### config.mk
export PLATFORM = sky130hd
export DESIGN_NAME = bt_basic_timer
export DESIGN_NICKNAME = d
export VERILOG_FILES = /design/src/hw/bt_pkg.sv /design/src/hw/bt_basic_timer.sv
export VERILOG_INCLUDE_DIRS = /design/src /design/src/hw
export SDC_FILE = /design/constraint.sdc
export NUM_CORES = 1
export LEC_CHECK = 0
export BUFFER_PORTS_ARGS = -buffer_cell sky130_fd_sc_hd__buf_2
export CORE_MARGIN = 2
export CORE_UTILIZATION = 48
export CTS_CLUSTER_DIAMETER = 60
export DETAILED_ROUTE_END_ITERATION = 8
export GPL_ROUTABILITY_DRIVEN = 0
export PLACE_DENSITY = 0.78
export RECOVER_POWER = 100
export SYNTH_ARGS = -nofsm -noshare
export SYNTH_HDL_FRONTEND = slang
export SYNTH_SLANG_ARGS = --single-unit
export TNS_END_PERCENT = 30
### constraint.sdc
create_clock -name pclk -period 3.8 [get_ports pclk]
set_input_delay 0.57 -clock pclk [delete_from_list [all_inputs] [get_ports pclk]]
set_output_delay 0.57 -clock pclk [all_outputs]
set_load 0.01 [all_outputs]
### src/hw/bt_map.svh
`ifndef BT_MAP_SVH
`define BT_MAP_SVH
`define BT_OFF_RELOAD     12'h000
`define BT_OFF_COUNT      12'h004
`define BT_OFF_FILTER     12'h00C
`define BT_OFF_CONTROL    12'h010
`define BT_OFF_IRQ_EN     12'h014
`define BT_OFF_STATUS     12'h018
`define BT_OFF_CLEAR      12'h01C
`define BT_RELOAD_RESET   16'hFFFF
`define BT_CLEAR_READ     32'h0000_0007
`define BT_CTL_RUN        0
`define BT_CTL_MODE_LO    1
`define BT_CTL_MODE_HI    2
`define BT_CTL_TRS        3
`define BT_CTL_POL        4
`define BT_CTL_SINGLE     5
`define BT_CTL_TOGGLE_OUTPUT_ENABLE      6
`define BT_CTL_DIV_LO     7
`define BT_CTL_DIV_HI     10
`define BT_CTL_ACT_LO     11
`define BT_CTL_ACT_HI     14
`define BT_FLT_LO         4
`define BT_FLT_HI         6
`define BT_FLAG_TOP       2
`define BT_FLAG_TRIG      1
`define BT_FLAG_OVF       0
`endif

### src/hw/bt_pkg.sv
package bt_pkg;
  typedef enum logic [1:0] {
    BT_MODE_TIMER,
    BT_MODE_COUNTER,
    BT_MODE_TRIGGER,
    BT_MODE_GATED
  } bt_mode_type;
endpackage

### src/hw/bt_basic_timer.sv
`timescale 1ns/1ns
`include "bt_map.svh"
module bt_basic_timer
  import bt_pkg::*;
#(
  parameter int WIDTH = 16
)(
  input  wire logic        pclk,
  input  wire logic        presetn,
  input  wire logic        psel,
  input  wire logic        penable,
  input  wire logic        pwrite,
  input  wire logic [11:0] paddr,
  input  wire logic [31:0] pwdata,
  output logic      [31:0] prdata,
  output logic             pready,
  output logic             pslverr,
  input  wire logic        external_trigger_pin,
  input  wire logic        cascade_trigger,
  output logic             toggle_out_true,
  output logic             toggle_out_inverted,
  output logic             irq
);

  logic [WIDTH-1:0] reload_q, reload_d;
  logic [WIDTH-1:0] count_q, count_d;
  logic [2:0]       filter_q, filter_d;
  logic [14:0]      ctl_q, ctl_d;
  logic [2:0]       ien_q, ien_d;
  logic [2:0]       flag_q, flag_d;
  logic [14:0]      pre_q, pre_d;
  logic             armed_q, armed_d;
  logic             tog_q, tog_d;
  logic             src_q, src_d;
  logic [3:0]       fdiv_q, fdiv_d;
  logic [2:0]       fcnt_q, fcnt_d;
  logic             fsamp_q, fsamp_d;
  logic             fout_q, fout_d;

  logic             wr;
  logic             rd_ok;
  logic             run;
  logic [3:0]       div_sel;
  logic [3:0]       div_act;
  logic [14:0]      pre_mask;
  logic             tick;
  logic             pin_lvl;
  logic             trig_raw;
  logic             trig_edge;
  logic             gate_ok;
  logic             step;
  logic             wrap;
  logic             top;
  logic             start;
  logic             samp_en;
  logic [2:0]       need;
  bt_mode_type      mode;

  assign wr      = psel && penable && pwrite;
  assign pready  = 1'b1;
  assign run     = ctl_q[`BT_CTL_RUN];
  assign div_sel = ctl_q[`BT_CTL_DIV_HI:`BT_CTL_DIV_LO];
  assign div_act = ctl_q[`BT_CTL_ACT_HI:`BT_CTL_ACT_LO];
  assign mode    = bt_mode_type'(ctl_q[`BT_CTL_MODE_HI:`BT_CTL_MODE_LO]);

  // filter: sample-rate divider and needed run length
  always_comb
  begin
    unique case (filter_q[2:1])
      2'b10:   samp_en = (fdiv_q[1:0] == 2'h3);
      2'b11:   samp_en = (fdiv_q == 4'hF);
      default: samp_en = 1'b1;
    endcase
    unique case (filter_q)
      3'h1:    need = 3'h2;
      3'h2:    need = 3'h4;
      3'h4:    need = 3'h4;
      3'h6:    need = 3'h4;
      default: need = 3'h6;
    endcase
  end

  always_comb
  begin
    fdiv_d  = fdiv_q + 4'h1;
    fsamp_d = fsamp_q;
    fcnt_d  = fcnt_q;
    fout_d  = fout_q;
    if (samp_en)
    begin
      fsamp_d = external_trigger_pin;
      if (external_trigger_pin == fout_q)
        fcnt_d = 3'h0;
      else if (fsamp_q == external_trigger_pin)
      begin
        // first sample already counted by fsamp_q, so compare need-1
        if (fcnt_q + 3'h2 >= need)
        begin
          fout_d = external_trigger_pin;
          fcnt_d = 3'h0;
        end
        else
          fcnt_d = fcnt_q + 3'h1;
      end
      else
        fcnt_d = 3'h0;
    end
  end

  assign pin_lvl  = (filter_q == 3'h0) ? external_trigger_pin : fout_q;
  // polarity folded in so both edge and level detection see active-high
  assign trig_raw = ctl_q[`BT_CTL_TRS] ? cascade_trigger
                                       : (pin_lvl ^ ctl_q[`BT_CTL_POL]);
  assign trig_edge = trig_raw && !src_q;
  assign gate_ok   = pin_lvl ^ ctl_q[`BT_CTL_POL];
  assign src_d     = trig_raw;

  // prescaler: tick when low k bits of free counter all ones
  assign pre_mask = 15'(({15'h0, 1'b1} << div_act) - 16'h1);
  assign tick     = ((pre_q & pre_mask) == pre_mask);

  always_comb
  begin
    unique case (mode)
      BT_MODE_TIMER:   step = tick;
      BT_MODE_COUNTER: step = trig_edge;
      BT_MODE_TRIGGER: step = tick && armed_q;
      BT_MODE_GATED:   step = tick && gate_ok;
    endcase
    step = step && run;
  end

  assign wrap  = step && (count_q >= reload_q);
  assign top   = step && (count_q == {WIDTH{1'b1}});
  assign start = wr && (paddr == `BT_OFF_CONTROL) && pwdata[`BT_CTL_RUN] && !run;

  always_comb
  begin
    pre_d   = (run && !start) ? pre_q + 15'h1 : 15'h0;
    armed_d = armed_q;
    if (!run || mode != BT_MODE_TRIGGER)
      armed_d = 1'b0;
    else if (trig_edge)
      armed_d = 1'b1;
    count_d = count_q;
    tog_d   = tog_q;
    if (wrap)
    begin
      count_d = '0;
      tog_d   = !tog_q;
    end
    else if (step)
      count_d = count_q + WIDTH'(1);
    // software write wins over a count step in the same cycle
    if (wr && (paddr == `BT_OFF_COUNT))
      count_d = pwdata[WIDTH-1:0];
  end

  // register write path and hardware side effects
  always_comb
  begin
    reload_d = reload_q;
    filter_d = filter_q;
    ctl_d    = ctl_q;
    ien_d    = ien_q;
    flag_d   = flag_q;
    if (wr)
    begin
      unique case (paddr)
        `BT_OFF_RELOAD:  reload_d = pwdata[WIDTH-1:0];
        `BT_OFF_FILTER:  filter_d = pwdata[`BT_FLT_HI:`BT_FLT_LO];
        `BT_OFF_CONTROL: ctl_d[10:0] = pwdata[10:0];
        `BT_OFF_IRQ_EN:  ien_d    = pwdata[2:0];
        `BT_OFF_CLEAR:   flag_d   = flag_q & pwdata[2:0];
        default:         ;
      endcase
    end
    if (wrap || start)
      ctl_d[`BT_CTL_ACT_HI:`BT_CTL_ACT_LO] = start ? pwdata[`BT_CTL_DIV_HI:`BT_CTL_DIV_LO]
                                                   : div_sel;
    if (wrap && ctl_q[`BT_CTL_SINGLE])
      ctl_d[`BT_CTL_RUN] = 1'b0;
    // set wins over a clear in the same cycle
    if (wrap)
      flag_d[`BT_FLAG_OVF] = 1'b1;
    if (top)
      flag_d[`BT_FLAG_TOP] = 1'b1;
    if (run && trig_edge && (mode == BT_MODE_TRIGGER || mode == BT_MODE_COUNTER))
      flag_d[`BT_FLAG_TRIG] = 1'b1;
  end

  always_comb
  begin
    rd_ok = 1'b1;
    unique case (paddr)
      `BT_OFF_RELOAD:  prdata = {{(32-WIDTH){1'b0}}, reload_q};
      `BT_OFF_COUNT:   prdata = {{(32-WIDTH){1'b0}}, count_q};
      `BT_OFF_FILTER:  prdata = {25'h0, filter_q, 4'h0};
      `BT_OFF_CONTROL: prdata = {17'h0, ctl_q};
      `BT_OFF_IRQ_EN:  prdata = {29'h0, ien_q};
      `BT_OFF_STATUS:  prdata = {29'h0, flag_q};
      `BT_OFF_CLEAR:   prdata = `BT_CLEAR_READ;
      default:
      begin
        prdata = 32'h0;
        rd_ok  = 1'b0;
      end
    endcase
  end

  assign pslverr = psel && penable && !rd_ok;

  always_ff @(posedge pclk or negedge presetn)
  begin
    if (!presetn)
    begin
      reload_q <= `BT_RELOAD_RESET;
      count_q  <= '0;
      filter_q <= 3'h0;
      ctl_q    <= 15'h0;
      ien_q    <= 3'h0;
      flag_q   <= 3'h0;
      pre_q    <= 15'h0;
      armed_q  <= 1'b0;
      tog_q    <= 1'b0;
      src_q    <= 1'b0;
      fdiv_q   <= 4'h0;
      fcnt_q   <= 3'h0;
      fsamp_q  <= 1'b0;
      fout_q   <= 1'b0;
    end
    else
    begin
      reload_q <= reload_d;
      count_q  <= count_d;
      filter_q <= filter_d;
      ctl_q    <= ctl_d;
      ien_q    <= ien_d;
      flag_q   <= flag_d;
      pre_q    <= pre_d;
      armed_q  <= armed_d;
      tog_q    <= tog_d;
      src_q    <= src_d;
      fdiv_q   <= fdiv_d;
      fcnt_q   <= fcnt_d;
      fsamp_q  <= fsamp_d;
      fout_q   <= fout_d;
    end
  end

  assign toggle_out_true     = ctl_q[`BT_CTL_TOGGLE_OUTPUT_ENABLE] && tog_q;
  assign toggle_out_inverted = ctl_q[`BT_CTL_TOGGLE_OUTPUT_ENABLE] && !tog_q;
  assign irq                 = |(flag_q & ien_q);

endmodule

==> results of run 1 <==
## per-stage QoR
step                      hold WS (ns)  power, W  std cells  instance area, sq um  util, %
final                            0.459   0.00198        797                  6020     55.1
after detailed placement         0.456   0.00102        780                  5730     52.4
after global routing             0.494   0.00204        797                  6020     55.1
after global placement           0.437   0.00101        780                  5730     52.4
after floorplan                  0.274  0.000975        627                  5490        -
after CTS                        0.431   0.00199        796                  6060     55.4
## layout make-up
type | instances | area (sq um) | share of cell area [%]
clock buffer | 11 | 243 | 4.03
inverter | 29 | 109 | 1.81
sequential | 83 | 2100 | 34.8
clock inverter | 5 | 86.3 | 1.43
multi-input combinational | 466 | 3020 | 50.1
tap | 140 | 175 | 2.91
timing repair buffer | 63 | 294 | 4.88
## power breakdown
part | switching (W) | internal (W) | leakage, nW | total [W]
Sequential | 0.00000492 | 0.000889 | 1.08 | 0.000894
Clock | 0.000378 | 0.000598 | 0.160 | 0.000976
Combinational | 0.0000719 | 0.0000361 | 1.57 | 0.000108
Total | 0.000454 | 0.00152 | 2.81 | 0.00198
## cells by family (layout without fill, tap and decap cells)
logic type                 count (synthesis)  in the layout  share of synthesized area (%)
adders and majority gates                 27             27                           6.21
AOI/OAI and AO/OA                        142            143                           16.1
and+or+nand+nor                          229            229                           21.9
buffers and inverters                     79            108                           7.11
xor gates and xnor gates                  13             13                           2.09
muxes                                     37             37                           7.87
DFF                                       83             83                           38.6
other                                      2             17                          0.138
## state kept, by name, summed over array words and instances, names as in the netlist
| signal | count |
|---|---|
| fdiv_q | 4 |
| reload_q | 16 |
| flag_q | 3 |
| filter_q | 3 |
| armed_q | 1 |
| fsamp_q | 1 |
| ien_q | 3 |
| pre_q | 15 |
| ctl_q | 15 |
| count_q | 16 |
| src_q | 1 |
| fout_q | 1 |
| fcnt_q | 3 |
| tog_q | 1 |
## worst max-delay path, cell delays in order (launching register included)
cell,delay (ns)
dfrtp_1,0.55
nor3_1,0.30
nand2_1,0.12
ha_1,0.35
nand2_1,0.15
a211oi_1,0.06
a31oi_1,0.16
nand4_1,0.22
nor4_4,0.41
a41oi_4,0.15
buf_4,0.32
or4b_1,0.53
a31oi_1,0.20
## routing by layer
layer  vias to the layer above  wire [um]  track usage (%)  part of all wire (%)
met5                         -          0                0                     0
met4                         0        296             7.50                   2.1
met1                      2399       5960             30.4                    42
li1                       2236          -                -                     -
met2                       200       7140             38.3                    50
met3                        32        894             3.62                   6.3
## worst max-delay path by stage
| stage | startpoint | end | slack [ns] | depth (start not counted) |
|---|---|---|---|---|
| floorplan | ctl_q[14] | count_q[10] | 0.88 | 15 |
| CTS | ctl_q[13] | count_q[13] | 0.15 | 12 |
| finish | ctl_q[13] | count_q[12] | 0.18 | 12 |
| global placement | ctl_q[13] | count_q[13] | 0.45 | 12 |
| detailed placement | ctl_q[13] | count_q[12] | 0.29 | 12 |
| global route | ctl_q[13] | count_q[13] | 0.01 | 12 |
## layout by cell type, fill, tap and decap left out, drive strengths merged, types with 14 or more instances in the layout
master / Yosys / routed
dfrtp: 67 / 67
o21ai: 53 / 53
a31oi: 21 / 21
dfstp: 16 / 16
clkbuf: 18 / 37
conb: 2 / 17
nor2: 69 / 69
nand2: 50 / 50
mux2i: 18 / 18
a21oi: 26 / 26
buf: 32 / 37
nand3: 15 / 15
mux2: 16 / 16
and3: 14 / 14
inv: 29 / 29
ha: 27 / 27
==> key figures, run 1 <==
STA
  • Worst-Margin Slew: 1.89 ns
  • Clock skew: 0.0107 ns
  • Final period utilization: 95.2%
  • FMAX: 0.276 GHz
  • Final hold vios: 0
  • Max Transition Viols Final: 104
  • RSZ-0062 raised after global routing: false
  • Worst rel slew slack: -26.3%
  • Final worst slack: 0.181 ns
  • Final TNS setup: 0 ns
  • Fin crit period: 3.62 ns
  • Setup Viol. Count Final: 0

Worst setup path
  • RR Endpoint: count_q[12]
  • Type of the worst setup path: register to register
  • Critical Path RT: 4.04 ns
  • FF-to-FF Start: ctl_q[13]
  • Critical Path Sink Type: register
  • Reg2Reg Setup Slack: 0.18 ns
  • R2R cell count: 12
  • Crit-path max FO: 20
  • Crit path arrival time: 3.86 ns
  • Startpoint Class: register

Pwr
  • P per Cell Area: 328 nW/um^2
  • Max VDD drop: 0.288 mV
  • Leak pwr: 2.81 nW

Status
  • Outcome: complete, but fails checks
  • Failing checks: capacitance limit, slew limit

Synth
  • Mapped Area: 5440 sq um
  • Area contributors post-synth: dfrtp_1 31%, dfstp_2 7.7%, ha_1 6.2%
  • Share of the synthesized area in the top cell type: 30.8%
  • Yosys warnings: 0
  • Top cells by count, synth: 69 x nor2_1, 67 x dfrtp_1, 51 x o21ai_0, 50 x nand2_1, 29 x inv_1
  • Post-synth top area cell: dfrtp_1
  • Count leader, synth: nor2_1
  • Main synth FF type: dfrtp_1
  • Syn avg cell area: 8.88 sq um
  • Post-Synthesis Cells: 612
  • Flops & latches, synth: 83
  • Synth unique cells: 58
  • Sequential fraction of the synthesis area: 38.6%
  • EDFF count, synth: 0
  • Async SR Flop Fraction: 100%

Floorplanning
  • Initial Utilization: 49.7%
  • Die footprint: 12,200 sq um
  • Die Span X: 110 um
  • Row count: 38
  • Die Height: 110 um
  • Area of the core: 10,900 sq um
  • I/O pin count: 88

Layout
  • Nets: 730
  • Ant diodes: 0
  • Fillcell total: 988
  • Area Growth Syn to Fin: 10.8%
  • Share of cells above drive strength 1: 13.9%

Clocking
  • Worst skew pair latency: 0.34 ns
  • CTS tree: yes
  • Clock sinks: 83
  • Postcts setup bufs: 0
  • Max Root-Sink Buffers: 2
  • Hold buffers post-CTS: 0
  • # resized after CTS: 0
  • CTS clk-pin slew, worst paths: 0.07 ns
  • H-tree Lvls: 3
  • Cts bufs inserted: 9
  • Root buf cell: clkbuf_16

Routing
  • DRC: 0
  • Via Count: 4,867
  • Drt via density: 6.11
  • Antenna Violating Nets Remaining: 0
  • Detailed Route WL: 14,300 um
  • Routed length per placed instance: 17.9 um
  • First DRT Iteration DRCs: 305
  • TritonRoute pass-1 iters: 5

Placement
  • # port buffers: 54
  • Hpwl dp: 9830 um
  • Dpl ws: 0.290 ns

Job
  • Max-cap violations: 2

Worst hold path
  • WHS Path Cells: 1
  • Hold Path Class: register to register
  • Hold EP: fdiv_q[0]
  • Hold Startpoint: fdiv_q[0]

GRT
  • Total GRT Usage: 22.9%
  • Initial antenna violation count: 0
  • First-pass GRT wire length: 23,100 um
  • Global route overflow: 0
  • Largest net degree at the start of global routing: 77
  • Vias in the first global route: 4,689
No activity file was read; power rests on OpenSTA's default activity.
==> inputs of run 2 (changes only) <==
- BUFFER_PORTS_ARGS: -buffer_cell sky130_fd_sc_hd__buf_2 -> default
- DONT_BUFFER_PORTS: default -> 1
- PLACE_DENSITY: 0.78 -> default
==> run 2 against run 1 <==
The run still ends with capacitance limit, slew limit left. First-iteration DRC count rose by 7.9%. Global-route usage rose by 0.52 points. Routed wire length fell by 3.6%. Power fell by 5.3%. Maximum frequency rose by 8.4%. Count of clock-buffer cells in the layout rose by 3. Register-to-register slack improved by 0.28 ns. Final area fell by 4.8%. Combinational power fell by 39%.
==> key figures, run 2 (same netlist as run 1, synthesis figures left out) <==
Layout
  • Largest registers: count_q: 16 flops, reload_q: 16 flops
  • Area Growth Syn to Fin: 5.50%
  • Most frequent cells in the layout: 69 x nor2_1, 67 x dfrtp_1, 51 x o21ai_0
  • Final Util: 52.4% (-2.6 points)
  • Ant diodes: 0 (unchanged)
  • Commonest non-fill, non-tap cell in the layout: nor2_1
  • Share of cells above drive strength 1: 9.32% (-4.5 points)
  • Fillcell total: 1,014 (+2.6%)
  • Nets: 674 (-7.7%)

STA
  • RSZ-0062 raised after global routing: false
  • Worst-Margin Slew: 1.74 ns (-0.156 ns)
  • Final worst slack: 0.462 ns (+0.281 ns)
  • Max Transition Viols Final: 68 (-35%)
  • Final period utilization: 87.9% (-7.4 points)
  • Setup Viol. Count Final: 0 (unchanged)
  • Worst rel slew slack: -15.8% (+10 points)
  • Clock skew: 0.00844 ns (-0.00226 ns)
  • Final hold vios: 0 (unchanged)
  • Fin crit period: 3.34 ns (-0.281 ns)
  • Final TNS setup: 0 ns (unchanged)
  • FMAX: 0.300 GHz (+8.4%)

Pwr
  • Total power: 0.00187 W (-5.3%)
  • Register share of total power: 47.7% (+2.5 points)
  • Switching power: 0.000396 W (-13%)
  • Combinational power share: 3.5% (-2.0 points)
  • Internal power: 0.00148 W (-3.1%)
  • P per Cell Area: 326 nW/um^2 (-0.59%)
  • Clock Power Share: 48.7% (-0.6 points)
  • Max VDD drop: 0.339 mV (+18%)
  • Leak pwr: 2.65 nW (-6.0%)
  • Sw Ratio: 21.2% (-1.8 points)

Floorplanning
  • Initial Utilization: 49.7% (unchanged)
  • I/O pin count: 88 (unchanged)
  • Area of the core: 10,900 sq um (unchanged)
  • Row count: 38 (unchanged)
  • Die Span X: 110 um (unchanged)
  • Die Height: 110 um (unchanged)
  • Die footprint: 12,200 sq um (unchanged)

Placement
  • Dpl ws: 0.553 ns (+0.263 ns)
  • Hpwl dp: 9490 um (-3.5%)
  • # port buffers: 0 (-100%)

Clocking
  • Clock sinks: 83 (unchanged)
  • Cts bufs inserted: 9 (unchanged)
  • H-tree Lvls: 3 (unchanged)
  • CTS tree: yes
  • # resized after CTS: 0 (unchanged)
  • CTS clk-pin slew, worst paths: 0.06 ns (about the same)
  • Max Root-Sink Buffers: 2 (unchanged)
  • Postcts setup bufs: 0 (unchanged)
  • Worst skew pair latency: 0.35 ns (about the same)
  • Root buf cell: clkbuf_16

Worst setup path
  • Critical Path Sink Type: register
  • Startpoint Class: register
  • Critical Path RT: 4.03 ns (about the same)
  • Crit path arrival time: 3.57 ns (-0.29 ns)
  • Crit-path max FO: 18 (-10%)
  • Type of the worst setup path: register to register

Status
  • Failing checks: capacitance limit, slew limit
  • Outcome: complete, but fails checks

GRT
  • Initial antenna violation count: 0 (unchanged)
  • Total GRT Usage: 23.4% (+0.52 points)
  • Vias in the first global route: 4,361 (-7.0%)
  • First-pass GRT wire length: 22,900 um (-0.75%)
  • Met2 Usage GRT: 38.4% (+0.041 points)
  • Most Crowded Layer GR: met2
  • M1 GR Usage: 31.1% (+0.63 points)
  • Met3 Usage GRT: 5.16% (+1.5 points)
  • Largest net degree at the start of global routing: 68 (-12%)
  • Global route overflow: 0 (unchanged)

Routing
  • Drt via density: 5.93 (-2.9%)
  • Via Count: 4,394 (-9.7%)
  • Detailed Route WL: 13,800 um (-3.6%)
  • TritonRoute pass-1 iters: 4 (-1)
  • DRC: 0 (unchanged)
  • Antenna Violating Nets Remaining: 0 (unchanged)
  • Routed length per placed instance: 18.6 um (+3.7%)
  • First DRT Iteration DRCs: 329 (+7.9%)

Job
  • Max-cap violations: 1 (-1)

Worst hold path
  • Hold Path Class: input pin to asynchronous set/reset pin
==> run 2: changes by cell type in the layout (fill, tap and decap cells not counted) <==
cell       delta
buf_4         -1
clkbuf_8      +2
buf_2        -33
clkbuf_1     -21
and2_1        -1
clkinv_2      +1
a41oi_2       -1
clkbuf_2      +1
and2_0        +1
bufinv_16     -1
clkinv_4      -3
==> run 2: timing repair <==
action                                  in CTS  in global routing
endpoints found under the setup margin       0                  0
hold buffers                                 1                  0
hold endpoints to repair                    67                  0
==> run 2: layout make-up <==
cell class,count,area (sq um),share of cell area [%]
Multi-Input combinational cell,465,3000,52.3
Sequential cell,83,2100,36.6
Clock buffer,14,274,4.78
Tap cell,140,175,3.05
Inverter,29,109,1.90
Timing Repair Buffer,8,43.8,0.764
Clock inverter,2,35.0,0.611
==> run 2: per-stage QoR <==
step                      cells  hold WS, ns  cell area, sq um
final                       741       0.0716              5740
after global routing        741       0.0508              5740
after detailed placement    724        0.277              5450
after CTS                   741       0.0576              5780
after floorplan             627        0.274              5490
after global placement      724        0.276              5450
==> run 2: final timing paths <==
check                                from          end  slack [ns]  cells past startpoint
max in group asynchronous         presetn  count_q[11]        2.09                      1
worst max-delay path            ctl_q[14]   count_q[0]        0.46                     12
worst min-delay path              presetn  reload_q[1]        0.07                      0
worst max register to register  ctl_q[14]   count_q[0]        0.46                     12
min in group pclk               pwdata[6]  reload_q[6]        0.33                      2
worst min register to register  fdiv_q[0]    fdiv_q[0]        0.46                      1
==> run 2: power by group through the flow <==
stage	registers, W	clock network, W	logic (W)
after floorplan	0.000908	0	0.0000668
after global placement	0.000909	0	0.0000512
after detailed placement	0.000909	0	0.0000525
after CTS	0.000894	0.000933	0.0000711
after global routing	0.000894	0.000977	0.0000757
final	0.000894	0.000912	0.0000664
==> run 2: metal layers <==
layer	vias to the layer above	routed length, um	part of all wire (%)
li1	2114	-	-
met1	2160	6310	46
met2	106	6720	49
met3	14	560	4.1
met4	0	180	1.3
met5	-	0	0
==> run 2: worst max-delay path: stages (launching register included) <==
cell	delay, ns
dfrtp_1	0.57
nor3_1	0.32
nand2_1	0.09
ha_1	0.33
nor4bb_1	0.40
a21oi_1	0.07
o31ai_1	0.27
a211o_1	0.19
nor4_4	0.05
a41oi_4	0.24
clkbuf_2	0.28
nor2_1	0.10
a221o_1	0.30
==> inputs of run 3 (changes only) <==
- CORE_UTILIZATION: 48 -> 55
- CTS_CLUSTER_DIAMETER: 60 -> 80
- PLACE_DENSITY: default -> 0.7
==> run 3 against run 2 <==
The run still ends with capacitance limit, slew limit left. Utilization is 5.2 points higher. Final cell count is 0.94% lower. Sequential share of layout area is 0.97 points higher. Critical path type unchanged. Largest cell class unchanged. Critical endpoint is now ctl_q[12].
==> key figures, run 3 (same netlist as run 1, synthesis figures left out) <==
Routing
  • First DRT Iteration DRCs: 261 (-21%)
  • Drt via density: 5.97 (+0.68%)
  • DRC: 0 (unchanged)
  • Via Count: 4,382 (-0.27%)
  • Routed length per placed instance: 17.6 um (-5.4%)
  • TritonRoute pass-1 iters: 4 (unchanged)
  • Detailed Route WL: 12,900 um (-6.3%)
  • Antenna Violating Nets Remaining: 0 (unchanged)

Worst setup path
  • R2R cell count: 12 (unchanged)
  • Startpoint Class: register
  • Crit path arrival time: 3.63 ns (+0.06 ns)
  • Worst path depth: 12 (unchanged)
  • Critical Path RT: 4.07 ns (+0.04 ns)
  • Type of the worst setup path: register to register
  • Crit-path max cell delay: 0.53 ns (-0.04 ns)
  • Critical Path Sink Type: register
  • Crit-path max FO: 15 (-3)
  • Crit path cell chain: nor3_1 > nand2_1 > ha_1 > nor4_1 > a21oi_1 > or3b_1 > o211ai_1 > nor4_4 > a41oi_4 > buf_4 > o21ai_0 > a31oi_1
  • Worst path bufs/invs: 1 (unchanged)
  • Cell family with most CP delay: simple AND/OR/NAND/NOR gates
  • CP max stage cell: dfrtp_1

Floorplanning
  • Area of the core: 9680 sq um (-11%)
  • Row count: 36 (-5.3%)
  • Die Span X: 103 um (-6.3%)
  • Die Height: 103 um (-6.3%)
  • I/O pin count: 88 (unchanged)
  • Initial Utilization: 56.1% (+6.4 points)
  • Die footprint: 10,700 sq um (-12%)

Worst hold path
  • Hold Path Class: input pin to asynchronous set/reset pin

STA
  • RSZ-0062 raised after global routing: false
  • Fin crit period: 3.36 ns (+0.0256 ns)
  • Clock skew: 0.0124 ns (+0.00399 ns)
  • Final TNS setup: 0 ns (unchanged)
  • Worst rel slew slack: -15.2% (+0.61 points)
  • Hold_ws: 0.0493 ns (-0.0222 ns)
  • Final worst slack: 0.436 ns (-0.0256 ns)
  • Final period utilization: 88.5% (+0.67 points)
  • Worst-Margin Slew: 1.73 ns (-0.00920 ns)
  • Max Transition Viols Final: 68 (unchanged)
  • Setup Viol. Count Final: 0 (unchanged)
  • FMAX: 0.297 GHz (-0.76%)
  • Final hold vios: 0 (unchanged)

GRT
  • First-pass GRT wire length: 21,400 um (-6.5%)
  • Largest net degree at the start of global routing: 68 (unchanged)
  • Vias in the first global route: 4,201 (-3.7%)
  • Global route overflow: 0 (unchanged)
  • Initial antenna violation count: 0 (unchanged)
  • Total GRT Usage: 25.9% (+2.4 points)

Status
  • Outcome: complete, but fails checks
  • Failing checks: capacitance limit, slew limit

Clocking
  • Cts bufs inserted: 9 (unchanged)
  • Postcts setup bufs: 0 (unchanged)
  • Root buf cell: clkbuf_8
  • CTS clk-pin slew, worst paths: 0.09 ns (+0.03 ns)
  • Max Root-Sink Buffers: 2 (unchanged)
  • Worst skew pair latency: 0.36 ns (about the same)
  • H-tree Lvls: 3 (unchanged)
  • CTS tree: yes
  • Clock sinks: 83 (unchanged)

Layout
  • Share of cells above drive strength 1: 9.48% (+0.17 points)
  • Largest registers: count_q: 16 flops, reload_q: 16 flops
  • Most frequent cells in the layout: 69 x nor2_1, 67 x dfrtp_1, 52 x o21ai_0
  • Final Util: 57.7% (+5.2 points)
  • Nets: 674 (unchanged)
  • Ant diodes: 0 (unchanged)
  • Fin area: 5590 sq um (-2.6%)
  • Area Growth Syn to Fin: 2.76%
  • Fillcell total: 915 (-9.8%)
  • Commonest non-fill, non-tap cell in the layout: nor2_1

Placement
  • # port buffers: 0 (unchanged)
  • Placed instance area: 5440 sq um (-0.16%)
  • Dpl ws: 0.475 ns (-0.0786 ns)
  • Hpwl dp: 9310 um (-1.9%)

Pwr
  • Max VDD drop: 0.143 mV (-58%)
  • Leak pwr: 2.59 nW (-2.3%)
  • P per Cell Area: 270 nW/um^2 (-17%)

Job
  • Max-cap violations: 1 (unchanged)
run 3: changes by cell type in the layout (fill, tap and decap cells not counted), sizes merged:
cell	previous run	this run
buf	3	5
clkbuf	19	14
clkinvlp	0	1
clkinv	1	4
bufinv	1	0
run 3: worst paths after layout:
kind                            startpoint     endpoint  slack [ns]
min in group pclk                pwdata[2]  reload_q[2]        0.31
max in group asynchronous          presetn    pre_q[11]        2.12
worst max register to register   ctl_q[12]    ctl_q[12]        0.44
worst min-delay path               presetn  reload_q[3]        0.05
worst max-delay path             ctl_q[12]    ctl_q[12]        0.44
worst min register to register   fdiv_q[0]    fdiv_q[0]        0.46
run 3: area by class of cell:
class	count	area, sq um	share of cell area, %
Timing Repair Buffer	8	50.0	0.896
Inverter	29	109	1.95
Multi-Input combinational cell	465	3000	53.7
Clock buffer	11	131	2.35
Tap cell	133	166	2.98
Sequential cell	83	2100	37.5
Clock inverter	5	31.3	0.560
run 3: where the power goes:
group	internal [W]	switching, W	total [W]
registers	0.000888	0.00000446	0.000892
clock network	0.000236	0.000317	0.000553
logic	0.0000236	0.0000413	0.0000649
run 3: timing repair:
item                      in CTS  in global routing
hold buffers                   1                  0
hold endpoints to repair      67                  0
gates resized for setup        0                  0
run 3: per-stage QoR:
step | power, W | std cells
after floorplan | 0.000975 | 627
after global placement | 0.000959 | 717
final | 0.00151 | 734
after CTS | 0.00153 | 734
after global routing | 0.00159 | 734
after detailed placement | 0.000961 | 717
run 3: routing by layer:
metal	track usage [%]	up-vias	wire length, um
li1	-	2123	-
met1	36.1	2146	5850
met2	40.7	93	6190
met3	4.03	20	629
met4	9.72	0	240
met5	0	-	0
